`src/pkg/qtf_pkg.sv`:
```
package qtf_pkg;
    // register byte offsets on the host register port
    localparam logic [11:0] TX_NEXT_FRAME_SPACE_OFS = 12'h19E;
    localparam logic [11:0] MULTICAST_HASH_WORD0_OFS = 12'h1A0;
    localparam logic [11:0] MULTICAST_HASH_WORD1_OFS = 12'h1A2;
    localparam logic [11:0] MULTICAST_HASH_WORD2_OFS = 12'h1A4;
    localparam logic [11:0] MULTICAST_HASH_WORD3_OFS = 12'h1A6;
    localparam logic [11:0] RX_FLOW_LOW_MARK_OFS = 12'h1B0;
    localparam logic [11:0] RX_FLOW_HIGH_MARK_OFS = 12'h1B2;

    // reset values
    localparam logic [15:0] TX_NEXT_FRAME_SPACE_RST = 16'h0000;
    localparam logic [15:0] HASH_WORD_RST = 16'h0000;
    localparam logic [11:0] LOW_MARK_RST = 12'h600;
    localparam logic [11:0] HIGH_MARK_RST = 12'h400;

    // widths
    localparam int MARK_W = 12;
    localparam int HASH_IDX_W = 6;
    localparam int DA_BYTES = 6;

    // control field positions
    localparam int TX_MEM_MONITOR_BIT = 1;
    localparam int RX_RECEIVE_ALL_BIT = 4;
    localparam int RX_MCAST_FILTER_BIT = 8;
    localparam int IRQ_TX_SPACE_BIT = 6;

    // receive filtering mode that enables the hash table
    localparam logic [2:0] FILTER_MODE_HASH_PERFECT = 3'h5;

    // ethernet crc, non-reflected form, data fed lsb first
    localparam logic [31:0] CRC_POLY = 32'h04C11DB7;
    localparam logic [31:0] CRC_INIT = 32'hFFFFFFFF;
endpackage : qtf_pkg

```
`src/qtf_da_crc.sv`:
```
`timescale 1ns/100ps
`default_nettype none
// running crc over destination address bytes, one byte per strobe
module qtf_da_crc (
    input wire logic clk,
    input wire logic resetn,
    input wire logic byte_valid,
    input wire logic byte_first,
    input wire logic [7:0] byte_data,
    output logic [31:0] crc
);
    logic [31:0] crc_r;
    logic [31:0] crc_nxt;
    logic [31:0] crc_seed;

    // one byte of crc, bits taken lsb first as they leave the wire
    function automatic logic [31:0] qtf_crc_byte(input logic [31:0] c, input logic [7:0] d);
        logic [31:0] x;
        logic fb;
        x = c;
        for (int i = 0; i < 8; i++) begin
            fb = x[31] ^ d[i];
            x = {x[30:0], 1'b0} ^ (fb ? qtf_pkg::CRC_POLY : 32'h00000000);
        end
        return x;
    endfunction : qtf_crc_byte

    // the first byte restarts from the preset so no frame leaks into the next
    assign crc_seed = byte_first ? qtf_pkg::CRC_INIT : crc_r;
    assign crc_nxt = qtf_crc_byte(crc_seed, byte_data);

    always_ff @(posedge clk) begin
        if (!resetn) begin
            crc_r <= qtf_pkg::CRC_INIT;
        end else if (byte_valid) begin
            crc_r <= crc_nxt;
        end
    end

    assign crc = crc_r;
endmodule : qtf_da_crc
`default_nettype wire

```
`src/qtf_hash_lookup.sv`:
```
`timescale 1ns/100ps
`default_nettype none
// registered multicast decision from the 64-bit table
module qtf_hash_lookup (
    input wire logic clk,
    input wire logic resetn,
    input wire logic go,
    input wire logic is_mcast,
    input wire logic [63:0] table_bits,
    input wire logic [5:0] index,
    input wire logic hash_mode,
    input wire logic pass_all_mcast,
    output logic done,
    output logic accept
);
    logic done_r;
    logic accept_r;
    logic [15:0] word_sel;
    logic bit_sel;
    logic accept_nxt;

    // top two index bits pick the word, low four the bit in it
    assign word_sel = table_bits[index[5:4] * 16 +: 16];
    assign bit_sel = word_sel[index[3:0]];

    // only multicast frames in hash mode are judged; the rest pass untouched
    assign accept_nxt = !is_mcast || !hash_mode || pass_all_mcast || bit_sel;

    always_ff @(posedge clk) begin
        if (!resetn) begin
            done_r <= 1'b0;
            accept_r <= 1'b0;
        end else begin
            done_r <= go;
            if (go) begin
                accept_r <= accept_nxt;
            end
        end
    end

    assign done = done_r;
    assign accept = accept_r;
endmodule : qtf_hash_lookup
`default_nettype wire

```
`src/qtf_space_hash_filter.sv`:
```
`timescale 1ns/100ps
`default_nettype none
module qtf_space_hash_filter (
    input wire logic clk,
    input wire logic resetn,
    // host register port, 16-bit data, byte addressed
    input wire logic [11:0] reg_addr,
    input wire logic [15:0] reg_wdata,
    input wire logic [1:0] reg_be,
    input wire logic reg_wr,
    input wire logic reg_rd,
    output logic [15:0] reg_rdata,
    output logic reg_rvalid,
    // control bits held elsewhere in the queue manager
    input wire logic [15:0] tx_queue_control,
    input wire logic [15:0] rx_control_one,
    input wire logic [2:0] rx_filter_mode,
    // transmit queue space monitor
    input wire logic [15:0] tx_queue_free_dw,
    output logic tx_space_irq_set,
    // destination address bytes of each received frame
    input wire logic [7:0] rx_da_byte,
    input wire logic rx_da_valid,
    input wire logic rx_da_first,
    output logic rx_filter_done,
    output logic rx_filter_accept,
    output logic [5:0] rx_hash_index,
    // receive queue flow control
    input wire logic [11:0] rx_queue_free_dw,
    output logic rx_flow_ctrl
);
    // merge a 16-bit write under byte enables
    // lanes whose enable is low keep their old contents
    function automatic logic [15:0] qtf_merge(input logic [15:0] old, input logic [15:0] wd,
                                              input logic [1:0] be);
        return {be[1] ? wd[15:8] : old[15:8], be[0] ? wd[7:0] : old[7:0]};
    endfunction : qtf_merge

    // registers
    logic [15:0] tx_next_frame_space_r;
    logic [15:0] multicast_hash_word_r [4];
    logic [11:0] rx_flow_low_mark_r;
    logic [11:0] rx_flow_high_mark_r;
    logic [15:0] reg_rdata_r;
    logic reg_rvalid_r;

    // address decode; the bus carries byte addresses of even words
    logic wr_next_space;
    logic wr_low_mark;
    logic wr_high_mark;
    logic [3:0] wr_hash;
    logic [15:0] rd_mux;
    logic [15:0] low_mark_wide;
    logic [15:0] high_mark_wide;

    // one hit per mapped word, shared by the write strobes and the read mux;
    // the address is compared in full, so the odd byte of a word is unmapped
    logic hit_next_space;
    logic hit_low_mark;
    logic hit_high_mark;
    logic [3:0] hit_hash;

    assign hit_next_space = (reg_addr == qtf_pkg::TX_NEXT_FRAME_SPACE_OFS);
    assign hit_low_mark = (reg_addr == qtf_pkg::RX_FLOW_LOW_MARK_OFS);
    assign hit_high_mark = (reg_addr == qtf_pkg::RX_FLOW_HIGH_MARK_OFS);
    assign hit_hash[0] = (reg_addr == qtf_pkg::MULTICAST_HASH_WORD0_OFS);
    assign hit_hash[1] = (reg_addr == qtf_pkg::MULTICAST_HASH_WORD1_OFS);
    assign hit_hash[2] = (reg_addr == qtf_pkg::MULTICAST_HASH_WORD2_OFS);
    assign hit_hash[3] = (reg_addr == qtf_pkg::MULTICAST_HASH_WORD3_OFS);

    // write strobes, one per mapped word
    assign wr_next_space = reg_wr && hit_next_space;
    assign wr_low_mark = reg_wr && hit_low_mark;
    assign wr_high_mark = reg_wr && hit_high_mark;
    assign wr_hash[0] = reg_wr && hit_hash[0];
    assign wr_hash[1] = reg_wr && hit_hash[1];
    assign wr_hash[2] = reg_wr && hit_hash[2];
    assign wr_hash[3] = reg_wr && hit_hash[3];

    // reserved upper bits of the water marks read as zero
    assign low_mark_wide = {4'h0, rx_flow_low_mark_r};
    assign high_mark_wide = {4'h0, rx_flow_high_mark_r};

    // read selection; unmapped addresses read zero
    assign rd_mux =
        hit_next_space ? tx_next_frame_space_r :
        hit_hash[0] ? multicast_hash_word_r[0] :
        hit_hash[1] ? multicast_hash_word_r[1] :
        hit_hash[2] ? multicast_hash_word_r[2] :
        hit_hash[3] ? multicast_hash_word_r[3] :
        hit_low_mark ? low_mark_wide :
        hit_high_mark ? high_mark_wide :
        16'h0000;

    // transmit space request, written by the host ahead of each frame
    // no range check: a request larger than the queue simply never fires
    always_ff @(posedge clk) begin
        if (!resetn) begin
            tx_next_frame_space_r <= qtf_pkg::TX_NEXT_FRAME_SPACE_RST;
        end else if (wr_next_space) begin
            tx_next_frame_space_r <= qtf_merge(tx_next_frame_space_r, reg_wdata, reg_be);
        end
    end

    // hash table words
    // the table may change between frames; a decision uses the bits at its go edge
    generate
        for (genvar w = 0; w < 4; w++) begin : g_hash_word
            always_ff @(posedge clk) begin
                if (!resetn) begin
                    multicast_hash_word_r[w] <= qtf_pkg::HASH_WORD_RST;
                end else if (wr_hash[w]) begin
                    multicast_hash_word_r[w] <= qtf_merge(multicast_hash_word_r[w], reg_wdata,
                                                          reg_be);
                end
            end
        end
    endgenerate

    // water marks, only the low twelve bits are stored
    logic [15:0] low_mark_merged;
    logic [15:0] high_mark_merged;
    assign low_mark_merged = qtf_merge(low_mark_wide, reg_wdata, reg_be);
    assign high_mark_merged = qtf_merge(high_mark_wide, reg_wdata, reg_be);

    always_ff @(posedge clk) begin
        if (!resetn) begin
            rx_flow_low_mark_r <= qtf_pkg::LOW_MARK_RST;
            rx_flow_high_mark_r <= qtf_pkg::HIGH_MARK_RST;
        end else begin
            if (wr_low_mark) begin
                rx_flow_low_mark_r <= low_mark_merged[11:0];
            end
            if (wr_high_mark) begin
                rx_flow_high_mark_r <= high_mark_merged[11:0];
            end
        end
    end

    // read data is registered, valid one cycle after the strobe
    // a read and a write in one cycle return the value from before the write
    always_ff @(posedge clk) begin
        if (!resetn) begin
            reg_rdata_r <= 16'h0000;
            reg_rvalid_r <= 1'b0;
        end else begin
            reg_rvalid_r <= reg_rd;
            if (reg_rd) begin
                reg_rdata_r <= rd_mux;
            end
        end
    end

    assign reg_rdata = reg_rdata_r;
    assign reg_rvalid = reg_rvalid_r;

    // transmit space monitor
    logic monitor_en;
    logic space_met;
    logic space_done_r;
    logic space_pulse;
    logic space_pulse_r;

    // the free count is a level from the queue manager, compared every cycle
    assign monitor_en = tx_queue_control[qtf_pkg::TX_MEM_MONITOR_BIT];
    assign space_met = monitor_en && (tx_queue_free_dw >= tx_next_frame_space_r);
    // one event per request: without the done flag a large free queue would
    // keep setting the status bit every cycle after the host cleared it
    assign space_pulse = space_met && !space_done_r;

    // a new request or a disabled monitor re-arms the event
    always_ff @(posedge clk) begin
        if (!resetn) begin
            space_done_r <= 1'b0;
            space_pulse_r <= 1'b0;
        end else begin
            space_pulse_r <= space_pulse;
            if (wr_next_space || !monitor_en) begin
                space_done_r <= 1'b0;
            end else if (space_pulse) begin
                space_done_r <= 1'b1;
            end
        end
    end

    // drives status bit 6 of the interrupt status register
    // registered so the status bit sees one clean single-cycle pulse
    assign tx_space_irq_set = space_pulse_r;

    // multicast hash filter
    logic [2:0] da_count_r;
    logic [2:0] da_count_nxt;
    logic is_mcast_r;
    logic last_byte;
    logic lookup_go_r;
    logic [31:0] da_crc;
    logic [5:0] hash_index;
    logic hash_mode;
    logic pass_all_mcast;
    logic [63:0] table_bits;
    logic lookup_done;
    logic lookup_accept;
    logic [5:0] hash_index_r;

    // count address bytes; only the sixth one triggers a lookup
    // frames shorter than six bytes are never judged; the next first mark restarts
    assign da_count_nxt = rx_da_first ? 3'h1 : da_count_r + 3'h1;
    assign last_byte = rx_da_valid && (da_count_nxt == 3'(qtf_pkg::DA_BYTES));

    always_ff @(posedge clk) begin
        if (!resetn) begin
            da_count_r <= 3'h0;
            is_mcast_r <= 1'b0;
            lookup_go_r <= 1'b0;
        end else begin
            lookup_go_r <= last_byte;
            if (rx_da_valid) begin
                // stop counting after six so trailing strobes start no lookup
                if (rx_da_first || da_count_r < 3'(qtf_pkg::DA_BYTES)) begin
                    da_count_r <= da_count_nxt;
                end
                if (rx_da_first) begin
                    is_mcast_r <= rx_da_byte[0]; // group bit of the address
                end
            end
        end
    end

    qtf_da_crc u_da_crc (
        .clk(clk),
        .resetn(resetn),
        .byte_valid(rx_da_valid),
        .byte_first(rx_da_first),
        .byte_data(rx_da_byte),
        .crc(da_crc)
    );

    // the crc keeps running on bytes past the sixth; only its value at go is used
    assign hash_index = da_crc[31:26];
    assign hash_mode = (rx_filter_mode == qtf_pkg::FILTER_MODE_HASH_PERFECT);
    assign pass_all_mcast = rx_control_one[qtf_pkg::RX_RECEIVE_ALL_BIT]
                            && rx_control_one[qtf_pkg::RX_MCAST_FILTER_BIT];
    assign table_bits = {multicast_hash_word_r[3], multicast_hash_word_r[2],
                         multicast_hash_word_r[1], multicast_hash_word_r[0]};

    qtf_hash_lookup u_hash_lookup (
        .clk(clk),
        .resetn(resetn),
        .go(lookup_go_r),
        .is_mcast(is_mcast_r),
        .table_bits(table_bits),
        .index(hash_index),
        .hash_mode(hash_mode),
        .pass_all_mcast(pass_all_mcast),
        .done(lookup_done),
        .accept(lookup_accept)
    );

    // index kept beside the decision for the receive path to log
    always_ff @(posedge clk) begin
        if (!resetn) begin
            hash_index_r <= 6'h00;
        end else if (lookup_go_r) begin
            hash_index_r <= hash_index;
        end
    end

    assign rx_filter_done = lookup_done;
    assign rx_filter_accept = lookup_accept;
    assign rx_hash_index = hash_index_r;

    // receive flow control with hysteresis
    logic flow_r;
    logic flow_nxt;

    // the gap between the marks keeps pause frames from chattering
    // with the marks crossed over the set term wins, so the queue fails safe
    assign flow_nxt = (rx_queue_free_dw < rx_flow_high_mark_r) ? 1'b1 :
                      (rx_queue_free_dw > rx_flow_low_mark_r) ? 1'b0 : flow_r;

    always_ff @(posedge clk) begin
        if (!resetn) begin
            flow_r <= 1'b0;
        end else begin
            flow_r <= flow_nxt;
        end
    end

    assign rx_flow_ctrl = flow_r;
endmodule : qtf_space_hash_filter
`default_nettype wire

```
`config.mk`:
```
export PLATFORM = sky130hd
export DESIGN_NAME = qtf_space_hash_filter
export DESIGN_NICKNAME = d
export VERILOG_FILES = /design/src/pkg/qtf_pkg.sv /design/src/qtf_da_crc.sv /design/src/qtf_hash_lookup.sv /design/src/qtf_space_hash_filter.sv
export SDC_FILE = /design/constraint.sdc
export NUM_CORES = 1
export LEC_CHECK = 0
export ABC_AREA = 1
export ABC_CLOCK_PERIOD_IN_PS = 2200
export BUFFER_PORTS_ARGS = -buffer_cell sky130_fd_sc_hd__buf_2
export CAP_MARGIN = 25
export CELL_PAD_IN_SITES_DETAIL_PLACEMENT = 0
export CELL_PAD_IN_SITES_GLOBAL_PLACEMENT = 1
export CORE_MARGIN = 4
export CORE_UTILIZATION = 35
export CTS_CLUSTER_DIAMETER = 100
export DETAILED_ROUTE_END_ITERATION = 8
export PLACE_DENSITY = 0.7
export SLEW_MARGIN = 10
export SYNTH_ARGS = -nofsm -noshare
export SYNTH_HDL_FRONTEND = slang
export SYNTH_SLANG_ARGS = --single-unit
```
`constraint.sdc`:
```
create_clock -name clk -period 2.2 [get_ports clk]
set_input_delay 0.44 -clock clk [delete_from_list [all_inputs] [get_ports clk]]
set_output_delay 0.44 -clock clk [all_outputs]
set_load 0.005 [all_outputs]
```
# Word level (Yosys, flattened, before mapping)

Memories as Yosys holds them, arrays and structs flattened.
Index checks and enable logic that the tools add are counted.

Register bits after elaboration: 105
Bits in latches: 0
Memory bits (writable): 64
Memory bits (read-only): 0
Input port bits: 107
Output and inout bits: 27
Logic and storage cells: 132
Memories: 1

Memory list:

| memory                | words | bits a word | rd ports | clocked after memory_dff | write ports | RTL line                    | text |
|---|---|---|---|---|---|---|---|
| multicast_hash_word_r | 4     | 16          | 4        | 0                        | 4           | qtf_space_hash_filter.sv:41 | `logic [15:0] multicast_hash_word_r [4];` |

Add/sub/neg operators: 1
Multipliers: 0
Div/mod/pow operators: 0
$lt $le $gt $ge: 5
Eq/ne operators: 9
Shift operators: 1
Mux-type cells: 46
Bitwise logic cells: 21
Reduce and logical (&&, ||, !) cells: 30

Operators by type and width:

| operator            | count |
|---|---|
| $xor 32x32->32      | 8 |
| $mux 27             | 8 |
| $mux 16             | 9 |
| $eq 12x9->1 const B | 7 |
| $mux 8              | 8 |
| $shiftx 64x7->16    | 1 |
| $mux 32             | 1 |
| $mux 12             | 2 |
| $ge 16x16->1        | 1 |
| $mux 1              | 16 |
| $reduce_and 2->1    | 8 |
| $gt 12x12->1        | 1 |
| $lt 12x12->1        | 1 |
| $logic_and 1x1->1   | 11 |
| $xor 1x1->1         | 8 |
| $eq 3x3->1 const B  | 2 |
| $logic_or 1x1->1    | 5 |
| $lt 4x5->1 const B  | 1 |
| $bmux 1 s4          | 1 |
| $logic_not 1->1     | 4 |
| $or 1x1->1          | 4 |
| $add 3x1->3 const B | 1 |
| $lt 3x3->1 const B  | 1 |
| $mux 3              | 1 |
| other kinds (3)     | 3 |

# Depth between registers and ports, before layout

Depth after elaboration: 25
Gate-level depth with buffers: 14
Mapped depth without buffers: 13

# Modules after synthesis

From an unflattened synthesis, not the netlist that was laid out.

Cell total of the unflattened synthesis: 1368
Area, all modules: 10132.2 sq um

By module, submodules not included:

| module                | instances | cells an instance | area an instance (sq um) | sequential area each (sq um) |
|---|---|---|---|---|
| qtf_space_hash_filter | 1         | 824               | 6879.1                   | 3343.2 |
| qtf_da_crc            | 1         | 387               | 2488.6                   | 640.6 |
| qtf_hash_lookup       | 1         | 157               | 764.5                    | 40.0 |

# Worst setup path before layout

No wires, ideal clock.

Path type: input to register
Start point: in reg_addr[9]
End point: mem multicast_hash_word_r[2][0] (enable)
Library setup time: 0.384 ns
Arrival time: 1.927 ns
Data required time: 1.816 ns
Setup slack: -0.111 ns
Stages: 6
Buffers on the path: 1
Cell sequence: inv_1 -> nand2_1 -> nor2_2 -> buf_2 -> nand4_1 -> o21ai_0

RTL lines:

| what            | RTL line                    | text |
|---|---|---|
| start, declared | qtf_space_hash_filter.sv:7  | `input wire logic [11:0] reg_addr,` |
| end, declared   | qtf_space_hash_filter.sv:41 |  |

# Final worst setup path

Start point: reg u_da_crc.crc_r[29] (netlist: u_da_crc.crc[29])
End point: reg u_da_crc.crc_r[6] (netlist: u_da_crc.crc[6])

Word-level cells in the longest chain between the ends: 11

Ends and longest elaborated chain:

| what                         | RTL line         | text |
|---|---|---|
| start, declared              | qtf_da_crc.sv:12 | `logic [31:0] crc_r;` |
| start signal, assigned       | qtf_da_crc.sv:34 | `crc_r <= qtf_pkg::CRC_INIT;` |
| start signal, assigned       | qtf_da_crc.sv:36 | `crc_r <= crc_nxt;` |
| $mux 32                      | qtf_da_crc.sv:29 | `assign crc_seed = byte_first ? qtf_pkg::CRC_INIT : crc_r;` |
| $xor 32x32->32 (2 in series) | qtf_da_crc.sv:23 | `x = {x[30:0], 1'b0} ^ (fb ? qtf_pkg::CRC_POLY : 32'h00000000);` |
| $xor 1x1->1                  | qtf_da_crc.sv:22 | `fb = x[31] ^ d[i];` |
| $mux 27                      | qtf_da_crc.sv:23 |  |
| $xor 32x32->32 (6 in series) | qtf_da_crc.sv:23 |  |

Every way passes these cells.
A chain may end at the register's enable or synchronous reset.

==> results.md <==
- Type of origin of the critical path: flip-flop
- Worst VDD drop: 0.369 mV
- Vias in the first global route: 8338
- #FFs+latches synth: between 150 and 200
- Starting density of the core: 0.355
- Final Setup Violations: 0
- GP Congestion: 0.803
- Post-Syn Area: approximately 9500 µm²
- First-pass GRT wire length: ~46 mm
- Post-synth EDFFs: 64
- Setup TNS: 0 ns
- CTS root buf: clkbuf_16
- GRT overflow: 0
- DR vias/cell: a little over 5
- TritonCTS Buffers: 17
- Area share of the largest cell type after synthesis: 0.220
- Worst-path cell with the longest stage delay: xor2_1
- Die height: 173 µm
- Die width: ~170 µm
- Slew @ Worst Pin: 0.981 ns
- Total global-route track usage: 0.192
- Postcts setup bufs: 0
- Max_cap viols: 0
- Fraction of registers with async set/reset: 0
- Post-DP HPWL: between 20 and 25 mm
- Crit path max-delay family: simple AND/OR/NAND/NOR gates
- Bufs and invs on worst path: 0
- PortBufs: 104
- P_leak: 4.94 nW
- Core area: ~27000 µm²
- Crit end category: flip-flop
- Period minus WS final: about 1.9 ns
- Clock Path Buffers: 2
- CTS resizes: 0
- Area Overhead vs Synth: 18.8%
- Status: finished clean
- Max Slew Vio Count: 0
- Final hold viol count: 0
- Fin crit share: 0.870
- Antenna Cells: 0
- Synth Warn #: 0
- DRT iter0 DRCs: 637
- Most used cell along the critical path: nand2_1
- Largest net degree at the start of global routing: a little over 50
- Worst path required time: 2.52 ns
- Antenna Nets Post-Route: 0
- Vias: about 8800
- Cts hold-fix bufs: 0
- Clock sink count: about 170
- Initial antenna violation count: 0
- CTS tree: done
- Cells after Synth: roughly 1300
- Row count: 60
- CP peak stage delay: between 0.3 and 0.4 ns
- Skew final: about 0.014 ns
- Finished Layout Cells: 1756
- Area leader, netlist: dfxtp_1
- Crit path cell chain: nor2_1 > xor2_1 > nand2_1 > nand2_2 > xor2_2 > a21oi_1 > o21ai_0 > nand2_1
- Synth Net Count: around 1400
- Filler cells: between 2000 and 3000
- Main synth FF type: dfxtp_1
- Hold crit path type: input pin to flip-flop
- Netlist cell types: 46
- Dpl cells: 1724
- Layout Nets: around 1500
- Pwr/cell area: roughly 700 nW/µm²
- WL/cell: roughly 16 µm
- DRT Wirelength: between 20 and 30 mm
- Crit path max fanout: 5
- WP data arrival: ~2.2 ns
- Unrepaired setup endpoints after global routing: false
- Slew HR: 0.343
- I/O pins: between 100 and 150
- Average size of a mapped cell: ~7.5 µm²
- Sequential share of the synthesized area: 0.422
- Tightest hold margin: about 0.27 ns
- Kind of critical path: flip-flop to flip-flop
- DRC Markers: 0
- Clock transition at path regs: approximately 0.08 ns
- Layout cells sized above 1: 0.158
- Die footprint: roughly 30000 µm²
- Top cells by area, synth: dfxtp_1 22%, edfxtp_1 20%, nand2_1 11%, nand3_1 7.1%, o21ai_0 5.6%
- Highest clock rate: between 500 and 600 MHz
- CTS H-tree depth: 4
- Clock Latency Late Sink: ~0.43 ns
- DRT Pass-1 Iters: 5
-- routing by layer --
layer	vias to the layer above	GRT usage	routed length [µm]
met4	0	0.0436	342
met3	22	0.0232	1070
met1	4104	0.268	13700
li1	4520	-	-
met5	-	0	0
met2	183	0.319	13700
-- stage by stage --
stage	power, mW	instance area (µm²)	worst slack (ns)	utilization
after global routing	8.22	11300	0.0903	0.421
after detailed placement	5.03	10800	0.0776	0.401
after CTS	7.87	11300	0.285	0.421
final	7.81	11300	0.286	0.421
after floorplan	4.53	9540	-0.111	-
after global placement	5.02	10800	0.0797	0.401
-- cells by family after synthesis --
| family | count (synthesis) | share of synthesized area |
|---|---|---|
| compound gates | 235 | 0.129 |
| buf+inv | 187 | 0.0775 |
| xor+xnor | 37 | 0.0430 |
| fa+ha+maj | 40 | 0.0525 |
| simple gates | 609 | 0.276 |
| flops | 169 | 0.422 |
-- worst reg2reg max path: cells and delay by family, from the launching register on --
family / cells / cell delay [ns]
flip-flops: 1 / 0.38
AO/OA/AOI/OAI: 2 / 0.18
AND/OR/NAND/NOR: 4 / 0.63
XOR/XNOR: 2 / 0.61
-- where the power goes --
part / leakage [nW] / internal, mW / total [mW] / switching [mW]
logic: 3.19 / 0.540 / 1.45 / 0.912
clock network: 0.276 / 1.52 / 2.85 / 1.33
registers: 1.46 / 3.40 / 3.51 / 0.107
-- Yosys cell counts, types with 5 or more instances --
cell type,count
nand2_1,271
nor2_1,139
nand3_1,135
inv_1,121
o21ai_0,107
dfxtp_1,105
a21oi_1,98
edfxtp_1,64
ha_1,40
clkbuf_1,38
nand4_1,34
xnor2_1,15
xor2_1,15
buf_2,13
nor3_1,8
o211ai_1,8
o21ai_1,8
nand2_2,6
nor2_2,5
-- area by class of cell --
type | instances | area (µm²) | share of cell area
Timing Repair Buffer | 164 | 1070 | 0.0946
Inverter | 129 | 487 | 0.0430
Clock buffer | 20 | 457 | 0.0403
Sequential cell | 169 | 4020 | 0.355
Clock inverter | 12 | 88.8 | 0.00784
Tap cell | 341 | 427 | 0.0377
Multi-Input combinational cell | 921 | 4770 | 0.421
-- cells in the final DEF (no fill, tap or decap), types with 17 or more instances in the layout --
master,count
a21oi_1,98
buf_2,104
buf_4,52
clkbuf_16,17
dfxtp_1,105
edfxtp_1,64
ha_1,40
inv_1,121
nand2_1,271
nand3_1,135
nand4_1,34
nor2_1,139
o21ai_0,103
-- final timing paths --
check | start | to | slack [ns] | cells after the start
max | u_da_crc.crc[29] | u_da_crc.crc[6] | 0.29 | 8
min | tx_queue_control[1] | tx_space_irq_set | 0.27 | 3
max reg2reg | u_da_crc.crc[29] | u_da_crc.crc[6] | 0.29 | 8
min reg2reg | reg_rdata[3] | reg_rdata[3] | 0.46 | 2
-- state kept, by name (all words and copies together), names as in the netlist --
name and cells:
multicast_hash_word_r 64, u_da_crc.crc 32, reg_rdata 16, tx_next_frame_space_r 16, rx_flow_high_mark_r 12, rx_flow_low_mark_r 12
rx_hash_index 6, da_count_r 3, is_mcast_r 1, lookup_go_r 1, reg_rvalid 1, rx_flow_ctrl 1
space_done_r 1, tx_space_irq_set 1, u_hash_lookup.accept 1, u_hash_lookup.done 1
(Power assumes the default switching activity.)
